**config.mk**
```make
export PLATFORM = sky130hd
export DESIGN_NAME = iclm_core
export DESIGN_NICKNAME = d
export VERILOG_FILES = /design/src/iclm_pkg.sv /design/src/iclm_core.sv /design/src/iclm_divider.sv /design/src/iclm_mem_track.sv
export VERILOG_INCLUDE_DIRS = /design/src
export SDC_FILE = /design/constraint.sdc
export NUM_CORES = 1
export LEC_CHECK = 0
export BUFFER_PORTS_ARGS = -buffer_cell sky130_fd_sc_hd__buf_2
export CORE_MARGIN = 4
export CORE_UTILIZATION = 55
export DETAILED_ROUTE_END_ITERATION = 16
export GPL_ROUTABILITY_DRIVEN = 1
export PLACE_DENSITY = 0.74
export SYNTH_ARGS = -nofsm -noshare
export SYNTH_HDL_FRONTEND = slang
export SYNTH_SLANG_ARGS = --single-unit
```
**constraint.sdc**
```tcl
create_clock -name clk -period 5.11 [get_ports clk]
set_input_delay 0.2555 -clock clk [delete_from_list [all_inputs] [get_ports clk]]
set_output_delay 0.2555 -clock clk [all_outputs]
set_load 0.01 [all_outputs]
```
**src/iclm_regs.svh**
```systemverilog
/*
  Constants for the in-order core issue latency model: unit latencies,
  issue intervals, penalties and register indices.
  Assumes inclusion by the design modules only.
*/
// Overview of operation
// - A shift with an immediate count has a one-cycle result latency.
// - A shift by the count register waits for that register; latency three.
// - Dependencies track whole registers; byte halves are not independent, no merge cost.
// - Address compute, loads and pops run slower on inputs under four bytes.
// - FP adds take 5 cycles, one per cycle; packed-double add 6, every 5.
// - Packed-double multiply is unpipelined: 9 cycles latency, one per 9 cycles.
// - Divide uses an iterative radix-2 unit, value dependent.
// - One divider serves both threads, arbitrated between them.
// - Consumers of floating-point results wait two extra cycles for late writeback.
// - A 16-byte load crossing a cache line costs 14 cycles.
// - Memory hazards make an access expensive and block younger issue; the code blocks only for line splits and misses, not chunk conflicts.
// - Store forwarding happens in the integer pipe only, never for FP/SIMD data.
// - Forwarding needs equal size and address, and at most eight bytes.
// - The forwarding match compares only the low twelve address bits.
// - Each 64-byte data cache line is handled as sixteen 4-byte chunks.
// - Sub-word accesses touching different bytes of one chunk may be delayed.
`ifndef ICLM_REGS_SVH
`define ICLM_REGS_SVH
`define ICLM_NUM_REGS 16
`define ICLM_COUNT_REG 4'h1
`define ICLM_LAT_INT 6'h01
`define ICLM_LAT_SHIFT_IMM 6'h01
`define ICLM_LAT_SHIFT_REG 6'h03
`define ICLM_LAT_LOAD 6'h03
`define ICLM_LAT_FWD 6'h02
`define ICLM_LAT_FP_ADD 6'h05
`define ICLM_LAT_FP_ADD_PD 6'h06
`define ICLM_LAT_FP_MUL 6'h05
`define ICLM_LAT_FP_MUL_PD 6'h09
`define ICLM_INT_FP_ADD_PD 4'h5
`define ICLM_INT_FP_MUL 4'h2
`define ICLM_INT_FP_MUL_PD 4'h9
`define ICLM_FP_WB_DELAY 6'h02
`define ICLM_NARROW_PEN 6'h01
`define ICLM_CHUNK_PEN 6'h01
`define ICLM_SPLIT_PEN 5'h0E
`define ICLM_MISS_PEN 5'h08
`define ICLM_LINE_BYTES 7'h40
`define ICLM_WIDE_SIZE 3'h4
`define ICLM_FWD_MAX_SIZE 3'h3
`endif

```
**src/iclm_pkg.sv**
```systemverilog
/*
  Types of the in-order core issue latency model.
  Assumes iclm_regs.svh is on the include path.
*/
package iclm_pkg;
  typedef enum logic [3:0] {
    ICLM_OP_NOP = 4'h0,
    ICLM_OP_INT = 4'h1,
    ICLM_OP_SHIFT_IMM = 4'h2,
    ICLM_OP_SHIFT_REG = 4'h3,
    ICLM_OP_LEA = 4'h4,
    ICLM_OP_LOAD = 4'h5,
    ICLM_OP_POP = 4'h6,
    ICLM_OP_STORE = 4'h7,
    ICLM_OP_FP_ADD = 4'h8,
    ICLM_OP_FP_ADD_PD = 4'h9,
    ICLM_OP_FP_MUL = 4'hA,
    ICLM_OP_FP_MUL_PD = 4'hB,
    ICLM_OP_FP_DIV = 4'hC
  } iclm_op_t;

  typedef struct packed {
    logic thread;
    iclm_op_t op;
    logic has_dest;
    logic [3:0] dest;
    logic use_a;
    logic [3:0] src_a;
    logic use_b;
    logic [3:0] src_b;
    logic [1:0] subreg;
    logic narrow;
    logic fp_data;
    logic miss;
    logic [2:0] size;
    logic [11:0] addr;
    logic [1:0] dwidth;
    logic [31:0] dividend;
    logic [31:0] divisor;
  } iclm_instr_t;
endpackage

```
**src/iclm_core.sv**
```systemverilog
/*
  Issue control of the in-order core: per-register ready scoreboard, unit
  occupancy, memory blocking, divider sharing and forwarding latency.
  Assumes the instruction word is held stable while instr_valid is high
  and issue_ready is low, and that it comes from logic on clk.
*/
`timescale 1ns/1ns
`include "iclm_regs.svh"
module iclm_core (
  input wire logic clk,
  input wire logic srst,
  input wire logic instr_valid,
  input iclm_pkg::iclm_instr_t instr,
  output logic issue_ready,
  output logic issued,
  output logic [5:0] issued_lat,
  output logic issued_fwd,
  output logic mem_blocked,
  output logic div_done,
  output logic div_thread,
  output logic [31:0] div_quotient
);
  logic [5:0] cnt [`ICLM_NUM_REGS];
  logic [3:0] add_busy;
  logic [3:0] mul_busy;
  logic [4:0] mem_block;
  logic div_pend;
  logic [3:0] div_dest;
  logic [1:0] div_req;
  logic [1:0] div_grant;
  logic div_busy;
  logic div_done_w;
  logic div_owner;
  logic [31:0] div_q;
  logic fwd_hit;
  logic chunk_delay;
  logic is_mem;
  logic is_load;
  logic is_add;
  logic is_mul;
  logic is_div;
  logic is_fp_op;
  logic split;
  logic srcs_ok;
  logic unit_ok;
  logic base_ok;
  logic fire;
  logic [5:0] next_lat;
  logic [4:0] next_block;

  // Whole-register readiness; sub-register selects never enter this test
  function automatic logic iclm_reg_ready(input logic [3:0] idx, input logic [5:0] c,
                                          input logic pend, input logic [3:0] pdest);
    return c == 6'h00 && !(pend && pdest == idx);
  endfunction

  always_comb begin
    is_load = instr.op == iclm_pkg::ICLM_OP_LOAD || instr.op == iclm_pkg::ICLM_OP_POP;
    is_mem = is_load || instr.op == iclm_pkg::ICLM_OP_STORE;
    is_add = instr.op == iclm_pkg::ICLM_OP_FP_ADD || instr.op == iclm_pkg::ICLM_OP_FP_ADD_PD;
    is_mul = instr.op == iclm_pkg::ICLM_OP_FP_MUL || instr.op == iclm_pkg::ICLM_OP_FP_MUL_PD;
    is_div = instr.op == iclm_pkg::ICLM_OP_FP_DIV;
    is_fp_op = is_add || is_mul || is_div;
  end

  // A wide load that runs past the end of its line
  assign split = is_load && instr.size == `ICLM_WIDE_SIZE
    && ({1'b0, instr.addr[5:0]} + 7'h10) > `ICLM_LINE_BYTES;

  always_comb begin
    srcs_ok = 1'b1;
    if (instr.use_a && !iclm_reg_ready(instr.src_a, cnt[instr.src_a], div_pend, div_dest)) begin
      srcs_ok = 1'b0;
    end
    if (instr.use_b && !iclm_reg_ready(instr.src_b, cnt[instr.src_b], div_pend, div_dest)) begin
      srcs_ok = 1'b0;
    end
    if (instr.op == iclm_pkg::ICLM_OP_SHIFT_REG
        && !iclm_reg_ready(`ICLM_COUNT_REG, cnt[`ICLM_COUNT_REG], div_pend, div_dest)) begin
      srcs_ok = 1'b0;
    end
    if (instr.has_dest && !iclm_reg_ready(instr.dest, cnt[instr.dest], div_pend, div_dest)) begin
      srcs_ok = 1'b0;
    end
  end

  always_comb begin
    unit_ok = 1'b1;
    if (is_add && add_busy != 4'h0) begin
      unit_ok = 1'b0;
    end
    if (is_mul && mul_busy != 4'h0) begin
      unit_ok = 1'b0;
    end
  end

  assign base_ok = instr_valid && srcs_ok && unit_ok && mem_block == 5'h00;
  assign div_req = (base_ok && is_div) ? (instr.thread ? 2'h2 : 2'h1) : 2'h0;
  assign fire = base_ok && (!is_div || div_grant != 2'h0);
  assign issue_ready = fire;

  // Counter value loaded into the destination: cycles until a consumer may issue, minus one
  always_comb begin
    next_lat = `ICLM_LAT_INT - 6'h01;
    case (instr.op)
      iclm_pkg::ICLM_OP_SHIFT_IMM: next_lat = `ICLM_LAT_SHIFT_IMM - 6'h01;
      iclm_pkg::ICLM_OP_SHIFT_REG: next_lat = `ICLM_LAT_SHIFT_REG - 6'h01;
      iclm_pkg::ICLM_OP_LEA: next_lat = (`ICLM_LAT_INT - 6'h01)
        + (instr.narrow ? `ICLM_NARROW_PEN : 6'h00);
      iclm_pkg::ICLM_OP_LOAD,
      iclm_pkg::ICLM_OP_POP: begin
        next_lat = (fwd_hit ? `ICLM_LAT_FWD : `ICLM_LAT_LOAD) - 6'h01;
        if (instr.narrow) begin
          next_lat = next_lat + `ICLM_NARROW_PEN;
        end
        if (chunk_delay) begin
          next_lat = next_lat + `ICLM_CHUNK_PEN;
        end
        if (split) begin
          next_lat = next_lat + {1'b0, `ICLM_SPLIT_PEN};
        end else if (instr.miss) begin
          next_lat = next_lat + {1'b0, `ICLM_MISS_PEN};
        end
      end
      iclm_pkg::ICLM_OP_FP_ADD: next_lat = `ICLM_LAT_FP_ADD - 6'h01 + `ICLM_FP_WB_DELAY;
      iclm_pkg::ICLM_OP_FP_ADD_PD: next_lat = `ICLM_LAT_FP_ADD_PD - 6'h01
        + `ICLM_FP_WB_DELAY;
      iclm_pkg::ICLM_OP_FP_MUL: next_lat = `ICLM_LAT_FP_MUL - 6'h01 + `ICLM_FP_WB_DELAY;
      iclm_pkg::ICLM_OP_FP_MUL_PD: next_lat = `ICLM_LAT_FP_MUL_PD - 6'h01
        + `ICLM_FP_WB_DELAY;
      iclm_pkg::ICLM_OP_FP_DIV: next_lat = 6'h00;
      default: next_lat = `ICLM_LAT_INT - 6'h01;
    endcase
  end

  always_comb begin
    next_block = 5'h00;
    if (split) begin
      next_block = `ICLM_SPLIT_PEN - 5'h01;
    end else if (is_mem && instr.miss) begin
      next_block = `ICLM_MISS_PEN - 5'h01;
    end
  end

  generate
    for (genvar i = 0; i < `ICLM_NUM_REGS; i++) begin : g_sb
      always_ff @(posedge clk) begin
        if (srst) begin
          cnt[i] <= 6'h00;
        end else if (fire && instr.has_dest && instr.dest == 4'(i)) begin
          cnt[i] <= next_lat;
        end else if (div_done_w && div_dest == 4'(i)) begin
          cnt[i] <= `ICLM_FP_WB_DELAY;
        end else if (cnt[i] != 6'h00) begin
          cnt[i] <= cnt[i] - 6'h01;
        end
      end
    end
  endgenerate

  always_ff @(posedge clk) begin
    if (srst) begin
      add_busy <= 4'h0;
    end else if (fire && instr.op == iclm_pkg::ICLM_OP_FP_ADD_PD) begin
      add_busy <= `ICLM_INT_FP_ADD_PD - 4'h1;
    end else if (add_busy != 4'h0) begin
      add_busy <= add_busy - 4'h1;
    end
  end

  always_ff @(posedge clk) begin
    if (srst) begin
      mul_busy <= 4'h0;
    end else if (fire && instr.op == iclm_pkg::ICLM_OP_FP_MUL_PD) begin
      mul_busy <= `ICLM_INT_FP_MUL_PD - 4'h1;
    end else if (fire && instr.op == iclm_pkg::ICLM_OP_FP_MUL) begin
      mul_busy <= `ICLM_INT_FP_MUL - 4'h1;
    end else if (mul_busy != 4'h0) begin
      mul_busy <= mul_busy - 4'h1;
    end
  end

  always_ff @(posedge clk) begin
    if (srst) begin
      mem_block <= 5'h00;
    end else if (fire && is_mem) begin
      mem_block <= next_block;
    end else if (mem_block != 5'h00) begin
      mem_block <= mem_block - 5'h01;
    end
  end

  // Destination held not-ready until the divider reports completion
  always_ff @(posedge clk) begin
    if (srst) begin
      div_pend <= 1'b0;
      div_dest <= 4'h0;
    end else if (fire && is_div) begin
      div_pend <= instr.has_dest;
      div_dest <= instr.dest;
    end else if (div_done_w) begin
      div_pend <= 1'b0;
    end
  end

  iclm_divider u_div (
    .clk(clk),
    .srst(srst),
    .req(div_req),
    .dividend(instr.dividend),
    .divisor(instr.divisor),
    .dwidth(instr.dwidth),
    .grant(div_grant),
    .busy(div_busy),
    .done(div_done_w),
    .owner(div_owner),
    .quotient(div_q)
  );

  iclm_mem_track u_mem (
    .clk(clk),
    .srst(srst),
    .acc_valid(instr_valid && is_mem),
    .acc_take(fire && is_mem),
    .is_store(instr.op == iclm_pkg::ICLM_OP_STORE),
    .is_fp(instr.fp_data),
    .addr(instr.addr),
    .size(instr.size),
    .fwd_hit(fwd_hit),
    .chunk_delay(chunk_delay)
  );

  always_ff @(posedge clk) begin
    if (srst) begin
      issued <= 1'b0;
      issued_lat <= 6'h00;
      issued_fwd <= 1'b0;
    end else begin
      issued <= fire;
      issued_lat <= fire ? next_lat : 6'h00;
      issued_fwd <= fire && is_load && fwd_hit;
    end
  end

  always_ff @(posedge clk) begin
    if (srst) begin
      mem_blocked <= 1'b0;
      div_done <= 1'b0;
      div_thread <= 1'b0;
      div_quotient <= 32'h0;
    end else begin
      mem_blocked <= (fire && is_mem) ? (next_block != 5'h00) : (mem_block > 5'h01);
      div_done <= div_done_w;
      if (div_done_w) begin
        div_thread <= div_owner;
        div_quotient <= div_q;
      end
    end
  end

  a_shift_imm_lat: assert property (@(posedge clk) disable iff (srst)
    fire && instr.op == iclm_pkg::ICLM_OP_SHIFT_IMM && instr.has_dest
    |=> cnt[$past(instr.dest)] == 6'h00) else $error("immediate shift latency wrong");

  a_shift_reg_lat: assert property (@(posedge clk) disable iff (srst)
    fire && instr.op == iclm_pkg::ICLM_OP_SHIFT_REG && instr.has_dest
    |=> cnt[$past(instr.dest)] == 6'h02 ##1 cnt[$past(instr.dest, 2)] == 6'h01)
    else $error("register shift latency wrong");

  a_count_reg_wait: assert property (@(posedge clk) disable iff (srst)
    fire && instr.op == iclm_pkg::ICLM_OP_SHIFT_REG |-> cnt[`ICLM_COUNT_REG] == 6'h00)
    else $error("shift issued before count ready");

  a_source_ready: assert property (@(posedge clk) disable iff (srst)
    fire && instr.use_a |-> cnt[instr.src_a] == 6'h00 && !(div_pend && div_dest == instr.src_a))
    else $error("dependent issued early");

  a_add_pd_gap: assert property (@(posedge clk) disable iff (srst)
    fire && instr.op == iclm_pkg::ICLM_OP_FP_ADD_PD |=> !(fire && is_add) [*4])
    else $error("packed double add issued too soon");

  a_mul_pd_gap: assert property (@(posedge clk) disable iff (srst)
    fire && instr.op == iclm_pkg::ICLM_OP_FP_MUL_PD |=> !(fire && is_mul) [*8])
    else $error("packed double multiply issued too soon");

  a_fp_wb_delay: assert property (@(posedge clk) disable iff (srst)
    fire && instr.op == iclm_pkg::ICLM_OP_FP_ADD && instr.has_dest
    |=> cnt[$past(instr.dest)] == 6'h06) else $error("fp writeback delay missing");

  a_split_block: assert property (@(posedge clk) disable iff (srst)
    fire && split |=> !fire [*8] ##1 mem_block == 5'h05)
    else $error("line split penalty wrong");

  a_fwd_int_only: assert property (@(posedge clk) disable iff (srst)
    fwd_hit |-> !instr.fp_data && instr.size <= `ICLM_FWD_MAX_SIZE)
    else $error("forwarding outside integer pipe");

  a_div_release: assert property (@(posedge clk) disable iff (srst)
    div_done_w && div_pend && !(fire && is_div)
    |=> !div_pend && cnt[$past(div_dest)] == `ICLM_FP_WB_DELAY)
    else $error("divide result release wrong");

  a_lea_narrow: assert property (@(posedge clk) disable iff (srst)
    fire && instr.op == iclm_pkg::ICLM_OP_LEA && instr.has_dest && instr.narrow
    |=> cnt[$past(instr.dest)] == `ICLM_NARROW_PEN) else $error("narrow penalty missing");

  a_split_lat: assert property (@(posedge clk) disable iff (srst)
    fire && split && instr.has_dest
    |=> cnt[$past(instr.dest)] > {1'b0, `ICLM_SPLIT_PEN}) else $error("split latency short");

  a_miss_block: assert property (@(posedge clk) disable iff (srst)
    fire && is_mem && instr.miss && !split
    |=> mem_block == `ICLM_MISS_PEN - 5'h01) else $error("miss block length wrong");

  a_block_stall: assert property (@(posedge clk) disable iff (srst)
    mem_block != 5'h00 |-> !fire)
    else $error("issue during memory block");

  a_fwd_flag: assert property (@(posedge clk) disable iff (srst)
    fire && is_load && fwd_hit
    |=> issued_fwd) else $error("forwarded load not flagged");

  a_chunk_pen: assert property (@(posedge clk) disable iff (srst)
    fire && is_load && chunk_delay
    |=> issued_lat >= `ICLM_LAT_FWD - 6'h01 + `ICLM_CHUNK_PEN) else $error("chunk delay lost");

  a_add_pd_lat: assert property (@(posedge clk) disable iff (srst)
    fire && instr.op == iclm_pkg::ICLM_OP_FP_ADD_PD && instr.has_dest
    |=> cnt[$past(instr.dest)] == `ICLM_LAT_FP_ADD_PD - 6'h01 + `ICLM_FP_WB_DELAY)
    else $error("packed double add latency wrong");

  a_mul_pd_lat: assert property (@(posedge clk) disable iff (srst)
    fire && instr.op == iclm_pkg::ICLM_OP_FP_MUL_PD && instr.has_dest
    |=> cnt[$past(instr.dest)] == `ICLM_LAT_FP_MUL_PD - 6'h01 + `ICLM_FP_WB_DELAY)
    else $error("packed double multiply latency wrong");

  a_div_refuse: assert property (@(posedge clk) disable iff (srst)
    div_busy |-> !(fire && is_div))
    else $error("divide taken while busy");

  a_div_owner: assert property (@(posedge clk) disable iff (srst)
    div_done_w |=> div_done && div_thread == $past(div_owner))
    else $error("divide result owner wrong");
endmodule // iclm_core

```
**src/iclm_divider.sv**
```systemverilog
/*
  Shared radix-2 restoring divider with round-robin arbitration between threads.
  Assumes the requester holds dividend and width stable in the cycle a grant is given, and the divisor while busy.
*/
`timescale 1ns/1ns
`include "iclm_regs.svh"
module iclm_divider (
  input wire logic clk,
  input wire logic srst,
  input wire logic [1:0] req,
  input wire logic [31:0] dividend,
  input wire logic [31:0] divisor,
  input wire logic [1:0] dwidth,
  output logic [1:0] grant,
  output logic busy,
  output logic done,
  output logic owner,
  output logic [31:0] quotient
);
  logic prio;
  logic [5:0] cnt;
  logic [31:0] rem;
  logic [31:0] quo;
  logic [32:0] sh;
  logic [32:0] diff;
  logic [5:0] nbits;

  // Width, trimmed by leading zero bytes so small values finish early
  function automatic logic [5:0] iclm_div_bits(input logic [31:0] v, input logic [1:0] w);
    logic [5:0] n;
    n = (w == 2'h0) ? 6'h08 : (w == 2'h1) ? 6'h10 : 6'h20;
    for (int k = 0; k < 3; k++) begin
      if (n > 6'h08 && (v >> (n - 6'h08)) == 32'h0) begin
        n = n - 6'h08;
      end
    end
    return n;
  endfunction

  always_comb begin
    grant = 2'h0;
    if (!busy) begin
      if (req == 2'h3) begin
        grant = prio ? 2'h2 : 2'h1;
      end else begin
        grant = req;
      end
    end
  end

  assign nbits = iclm_div_bits(dividend, dwidth);
  assign sh = {rem, quo[31]};
  assign diff = sh - {1'b0, divisor};

  always_ff @(posedge clk) begin
    if (srst) begin
      busy <= 1'b0;
      cnt <= 6'h00;
      rem <= 32'h0;
      quo <= 32'h0;
      owner <= 1'b0;
      prio <= 1'b0;
    end else if (|grant) begin
      busy <= 1'b1;
      cnt <= nbits;
      rem <= 32'h0;
      quo <= dividend << (6'h20 - nbits);
      owner <= grant[1];
      prio <= ~grant[1];
    end else if (busy) begin
      rem <= diff[32] ? sh[31:0] : diff[31:0];
      quo <= {quo[30:0], ~diff[32]};
      cnt <= cnt - 6'h01;
      busy <= (cnt != 6'h01);
    end
  end

  always_ff @(posedge clk) begin
    if (srst) begin
      done <= 1'b0;
      quotient <= 32'h0;
    end else begin
      done <= busy && cnt == 6'h01;
      if (busy && cnt == 6'h01) begin
        quotient <= {quo[30:0], ~diff[32]};
      end
    end
  end

  a_div_grant_one: assert property (@(posedge clk) disable iff (srst)
    (busy |-> grant == 2'h0) and $onehot0(grant)) else $error("divider granted twice");
endmodule // iclm_divider

```
**src/iclm_mem_track.sv**
```systemverilog
/*
  Store forwarding match and cache chunk conflict tracking for memory accesses.
  Assumes acc_take pulses only in the cycle the described access issues.
*/
`timescale 1ns/1ns
`include "iclm_regs.svh"
module iclm_mem_track (
  input wire logic clk,
  input wire logic srst,
  input wire logic acc_valid,
  input wire logic acc_take,
  input wire logic is_store,
  input wire logic is_fp,
  input wire logic [11:0] addr,
  input wire logic [2:0] size,
  output logic fwd_hit,
  output logic chunk_delay
);
  logic st_valid;
  logic [11:0] st_addr;
  logic [2:0] st_size;
  logic last_sub;
  logic [9:0] last_chunk;
  logic [3:0] last_mask;
  logic [3:0] mask;

  assign mask = (size == 3'h0) ? (4'h1 << addr[1:0]) : (4'h3 << addr[1:0]);
  assign fwd_hit = acc_valid && !is_store && !is_fp && st_valid
    && st_addr == addr && st_size == size && size <= `ICLM_FWD_MAX_SIZE;
  assign chunk_delay = acc_valid && size < 3'h2 && last_sub
    && last_chunk == addr[11:2] && last_mask != mask;

  always_ff @(posedge clk) begin
    if (srst) begin
      st_valid <= 1'b0;
      st_addr <= 12'h000;
      st_size <= 3'h0;
    end else if (acc_take && is_store) begin
      st_valid <= !is_fp;
      st_addr <= addr;
      st_size <= size;
    end
  end

  always_ff @(posedge clk) begin
    if (srst) begin
      last_sub <= 1'b0;
      last_chunk <= 10'h000;
      last_mask <= 4'h0;
    end else if (acc_take) begin
      last_sub <= size < 3'h2;
      last_chunk <= addr[11:2];
      last_mask <= mask;
    end
  end
endmodule // iclm_mem_track

```
==> results.md <==
| Metric | Reported | Unit |
|---|---|---|
| Most instantiated flip-flop cell in the synthesis netlist | sky130_fd_sc_hd__dfxtp_1 | - |
| Remaining design rule violation count | 0 | - |
| Fill count | 2617 | - |
| Final Critical Period | 4217 | ps |
| Final Routed Wirelength | 44.40 | mm |
| Standard-cell rows | 64 | - |
| Share of power burned in registers | 0.385 | - |
| Largest fanout of any net on the critical path | 26 | - |
| Clock slew seen by the registers of the worst setup and hold paths | 60 | ps |
| Sum Neg Setup Slack | 0 | ps |
| Largest stage delay, worst path | 600 | ps |
| DIE WIDTH | 186.2 | um |
| Slew Viols, Final | 0 | - |
| Cell chain of the critical path | buf_2 > nor4_1 > nand3_1 > o31ai_1 > o21ai_0 > inv_1 > ha_1 > inv_1 > o21a_1 > nor3_1 > o21ai_0 > o21ai_0 > a221oi_1 > ha_1 > and3b_4 > nand3_1 > a21oi_1 | - |
| Port Buf Inserts | 149 | - |
| Top delay family on crit path | compound AO/OA/AOI/OAI gates | - |
| Share of power burned in combinational logic | 0.314 | - |
| Psw | 0.002786 | W |
| CP Data Required Time | 5540 | ps |
| Synthesized flop and latch total | 292 | - |
| Vertical extent of the die | 186.2 | um |
| Worst path arrival time | 4650 | ps |
| Number of flops mapped to enable cells by yosys | 96 | - |
| Clock network latency to the later pin of the worst-skew pair | 510 | ps |
| Clock root buffer master | sky130_fd_sc_hd__clkbuf_16 | - |
| Hold path startpoint | instr[74] | - |
| Sequential fraction of the synthesis area | 0.3899 | - |
| Warning count from the yosys run | 0 | - |
| Total number of vias | 15270 | - |
| Initial DRC count | 1216 | - |
| First element of the critical path | instr[59] | - |
| First-pass GRT wire length | 71.57 | mm |
| Internal power consumption | 0.005627 | W |
| Average via count per standard cell | 6.036 | - |
| Number of H-tree levels | 2 | - |
| PwrDens | 428.5 | nW/um2 |
| CTS tree | yes | - |
| Antenna violations before repair | 1 | - |
| Average cell area after synthesis | 8.706 | um2 |
| Half-perimeter wire length after placement | 31.53 | mm |
| Number of distinct library cells after synthesis | 80 | - |
| Share of the cycle needed by the critical path after routing | 0.8252 | - |
| Area Overhead vs Synth | 12.47 | % |
| Standby leakage power | 7.633 | nW |
| Worst setup path class | input port to register | - |
| Slew at the pin with the worst max-slew slack | 1217 | ps |
| Clock power frac | 0.301 | - |
| Number of buffers and inverters on the critical path | 3 | - |
| RSZ-0062 raised after global routing | false | - |
| Maximum clock path buffer count | 3 | - |
| Gr ovfl total | 0 | - |
| I/O pin cnt | 153 | - |
| Sort of element at the end of the critical path | register | - |
| Gate Count Post-Synth | 2005 | - |
| Worst r2r src | cnt[5][4]$_DFFE_PP_ | - |
| Average wire per cell in the routed design | 17.55 | um |
| Nets | 2295 | - |
| Placeable core area | 30910 | um2 |
| Critical path's slowest cell | sky130_fd_sc_hd__ha_1 | - |
| Outcome | finished, final reports clean | - |
| Ratio of cells with drive above 1 in the final layout | 0.1228 | - |
| Post-Syn Area | 17460 | um2 |
| Switching Fraction | 0.3311 | - |
| Gpl congestion | 0.9733 | - |
| Dominant cell type by count on the critical path | sky130_fd_sc_hd__o21ai_0 | - |
| Die area | 34650 | um2 |
| Max-slew headroom | 0.1887 | - |
| Maximum vdd drop | 278.7 | uV |
| Classification of the worst-slack hold path | input port to register | - |
| Clock tree skew after final layout | 16.50 | ps |
| Total of endpoints with negative setup slack in the final report | 0 | - |
| Final number of hold-violating endpoints | 0 | - |
| Starting density of the core | 0.5647 | - |
| Fin util | 0.6352 | - |
| Antenna Nets Post-Route | 0 | - |
| Fraction of registers with async set or reset after synthesis | 0 | - |
| Max Clk Rate | 0.2372 | GHz |
| GRT Overall Usage | 0.2469 | - |
| Number of buffers created by CTS | 34 | - |
| Syn_nets | 2192 | - |
| Vias in the first global route | 14480 | - |
| Setup crit start kind | input port | - |
| Buffer count from post-CTS setup fixing | 0 | - |
| Maximum number of pins on one net before global-route repair | 81 | - |
| Max cap viols | 0 | - |
| Sinks on Clock Net | 292 | - |
| Detailed-router iteration count before antenna repair | 8 | - |
-- worst register-to-register path, stage by stage, from the launching register on --
cell and delay (ps):
sky130_fd_sc_hd__edfxtp_1 430, sky130_fd_sc_hd__or3_1 430, sky130_fd_sc_hd__nor4_1 680, sky130_fd_sc_hd__mux4_2 400, sky130_fd_sc_hd__a211oi_1 100, sky130_fd_sc_hd__a311oi_4 340, sky130_fd_sc_hd__o31ai_2 190, sky130_fd_sc_hd__or3b_1 490
sky130_fd_sc_hd__nor2_4 120, sky130_fd_sc_hd__nand2b_1 470, sky130_fd_sc_hd__o22ai_1 360
-- per-layer routing --
layer,vias up,GRT usage,share of wire
li1,7458,-,-
met4,0,0.07928,0.029
met5,-,0,0
met1,7166,0.3416,0.44
met3,104,0.04473,0.075
met2,542,0.3953,0.45
-- power by group through the flow --
stage	logic (W)	registers [W]	clock network [W]
after floorplan	0.00205	0.00320	0
after detailed placement	0.00259	0.00328	0
after global routing	0.00295	0.00329	0.00268
after global placement	0.00249	0.00326	0
final	0.00264	0.00324	0.00253
after CTS	0.00263	0.00323	0.00258
-- cells by family after synthesis --
family          after synthesis  share of synthesized area
fa+ha+maj                    78                    0.05634
mux                         122                    0.07469
buf+inv                     202                    0.04552
other cells                   1                  0.0002148
flops                       292                     0.3899
compound gates              450                     0.1650
xor+xnor                    121                    0.06071
simple gates                739                     0.2076
-- cell usage after synthesis, drive strengths merged (6+ instances only) --
library cell    n  area (um2)
a21boi          6       45.04
nor2          211       799.5
o22ai          58       362.9
a21oi         143       715.7
nand2         193       724.4
a31oi          18       112.6
nor3b          15       112.6
nor3           78       437.9
a22oi          25       187.7
o21bai          7       52.55
mux2            6       67.56
dfxtp         196        3924
xnor2          65       569.3
nand3b         13       97.59
a211o           6       52.55
o21ai          66       330.3
o31a            7       61.31
and3b           6       56.30
or4            10       75.07
a21o            7       52.55
mux4            6       135.1
nand3          51       255.2
clkbuf         73       274.0
buf            29       145.1
nor2b          20       125.1
a221o           9       90.09
or2             6       37.54
edfxtp         96        2883
ha             77       963.4
nand4          10       68.81
o211ai          8       60.06
nor4           38       259.0
a311oi          8       87.59
and3           14       87.58
o31ai           8       70.06
nand2b         42       262.8
xor2           56       490.5
mux2i         110        1101
a211oi         40       300.3
or3            18       112.6
o21a            6       45.04
inv            99       371.6
-- registers in the layout, summed over array words and instances, names as in the netlist, 5 cells and up --
register / flops
cnt: 96
div_quotient: 32
u_div.quo: 32
u_div.quotient: 32
u_div.rem: 32
u_mem.st_addr: 12
u_mem.last_chunk: 10
u_div.cnt: 6
issued_lat: 5
mem_block: 5
-- what timing repair did --
action	in CTS	in global routing
hold endpoints to repair	1	0
gates resized for setup	0	0
hold buffers	1	0
-- cells in the final DEF (no fill, tap or decap), types with 13 or more instances in the layout --
master	netlist	final
sky130_fd_sc_hd__a22oi_1	25	25
sky130_fd_sc_hd__inv_1	98	98
sky130_fd_sc_hd__nand3b_1	13	13
sky130_fd_sc_hd__nand2b_1	42	42
sky130_fd_sc_hd__nand3_1	51	50
sky130_fd_sc_hd__a31oi_1	18	16
sky130_fd_sc_hd__a211oi_1	40	40
sky130_fd_sc_hd__o22ai_1	58	58
sky130_fd_sc_hd__edfxtp_1	96	96
sky130_fd_sc_hd__and3_1	14	14
sky130_fd_sc_hd__dfxtp_1	196	194
sky130_fd_sc_hd__o21ai_0	66	66
sky130_fd_sc_hd__nor3b_1	15	15
sky130_fd_sc_hd__xnor2_1	65	65
sky130_fd_sc_hd__buf_2	17	148
sky130_fd_sc_hd__nand2_1	193	193
sky130_fd_sc_hd__or3_1	18	18
sky130_fd_sc_hd__buf_4	2	19
sky130_fd_sc_hd__mux2i_1	110	110
sky130_fd_sc_hd__nor3_1	71	71
sky130_fd_sc_hd__a21oi_1	143	143
sky130_fd_sc_hd__xor2_1	56	56
sky130_fd_sc_hd__nor4_1	36	36
sky130_fd_sc_hd__ha_1	77	77
sky130_fd_sc_hd__clkbuf_16	0	35
sky130_fd_sc_hd__nor2b_1	20	20
sky130_fd_sc_hd__nor2_1	210	210
-- per-stage QoR --
step | setup slack, ps | std cells | total power [W] | area (um2) | hold slack, ps
6_report | 893.5 | 2530 | 0.008413 | 19630 | 56.99
4_1_cts | 913.9 | 2529 | 0.008438 | 19630 | 40.43
3_3_place_gp | 726.3 | 2467 | 0.005749 | 18460 | 443.4
5_1_grt | 527.6 | 2530 | 0.008916 | 19630 | 71.73
3_5_place_dp | 443.2 | 2467 | 0.005873 | 18460 | 449.9
2_1_floorplan | 775.5 | 2005 | 0.005244 | 17460 | 326.8
-- path summary, 6_finish.rpt --
path                                         end  slack, ps  depth (start not counted)
setup / recovery       u_div.quo[3]$_SDFFE_PP0P_        890                         17
setup reg to reg             cnt[5][0]$_DFFE_PP_        930                         10
hold / removal     u_mem.st_addr[8]$_SDFFE_PP0P_         60                          3
hold reg to reg   u_div.quotient[2]$_SDFFE_PP0P_        460                          2
-- area by class of cell --
| cell class | count | area (um2) | area share |
|---|---|---|---|
| Antenna cell | 1 | 2.502 | 0.0001275 |
| Clock buffer | 46 | 947.2 | 0.04824 |
| Clock inverter | 15 | 211.5 | 0.01077 |
| Inverter | 100 | 375.4 | 0.01912 |
| Multi-Input combinational cell | 1511 | 9887 | 0.5036 |
| Sequential cell | 292 | 6809 | 0.3468 |
| Tap cell | 396 | 495.5 | 0.02524 |
| Timing Repair Buffer | 169 | 904.6 | 0.04608 |
(Power assumes the default switching activity.)
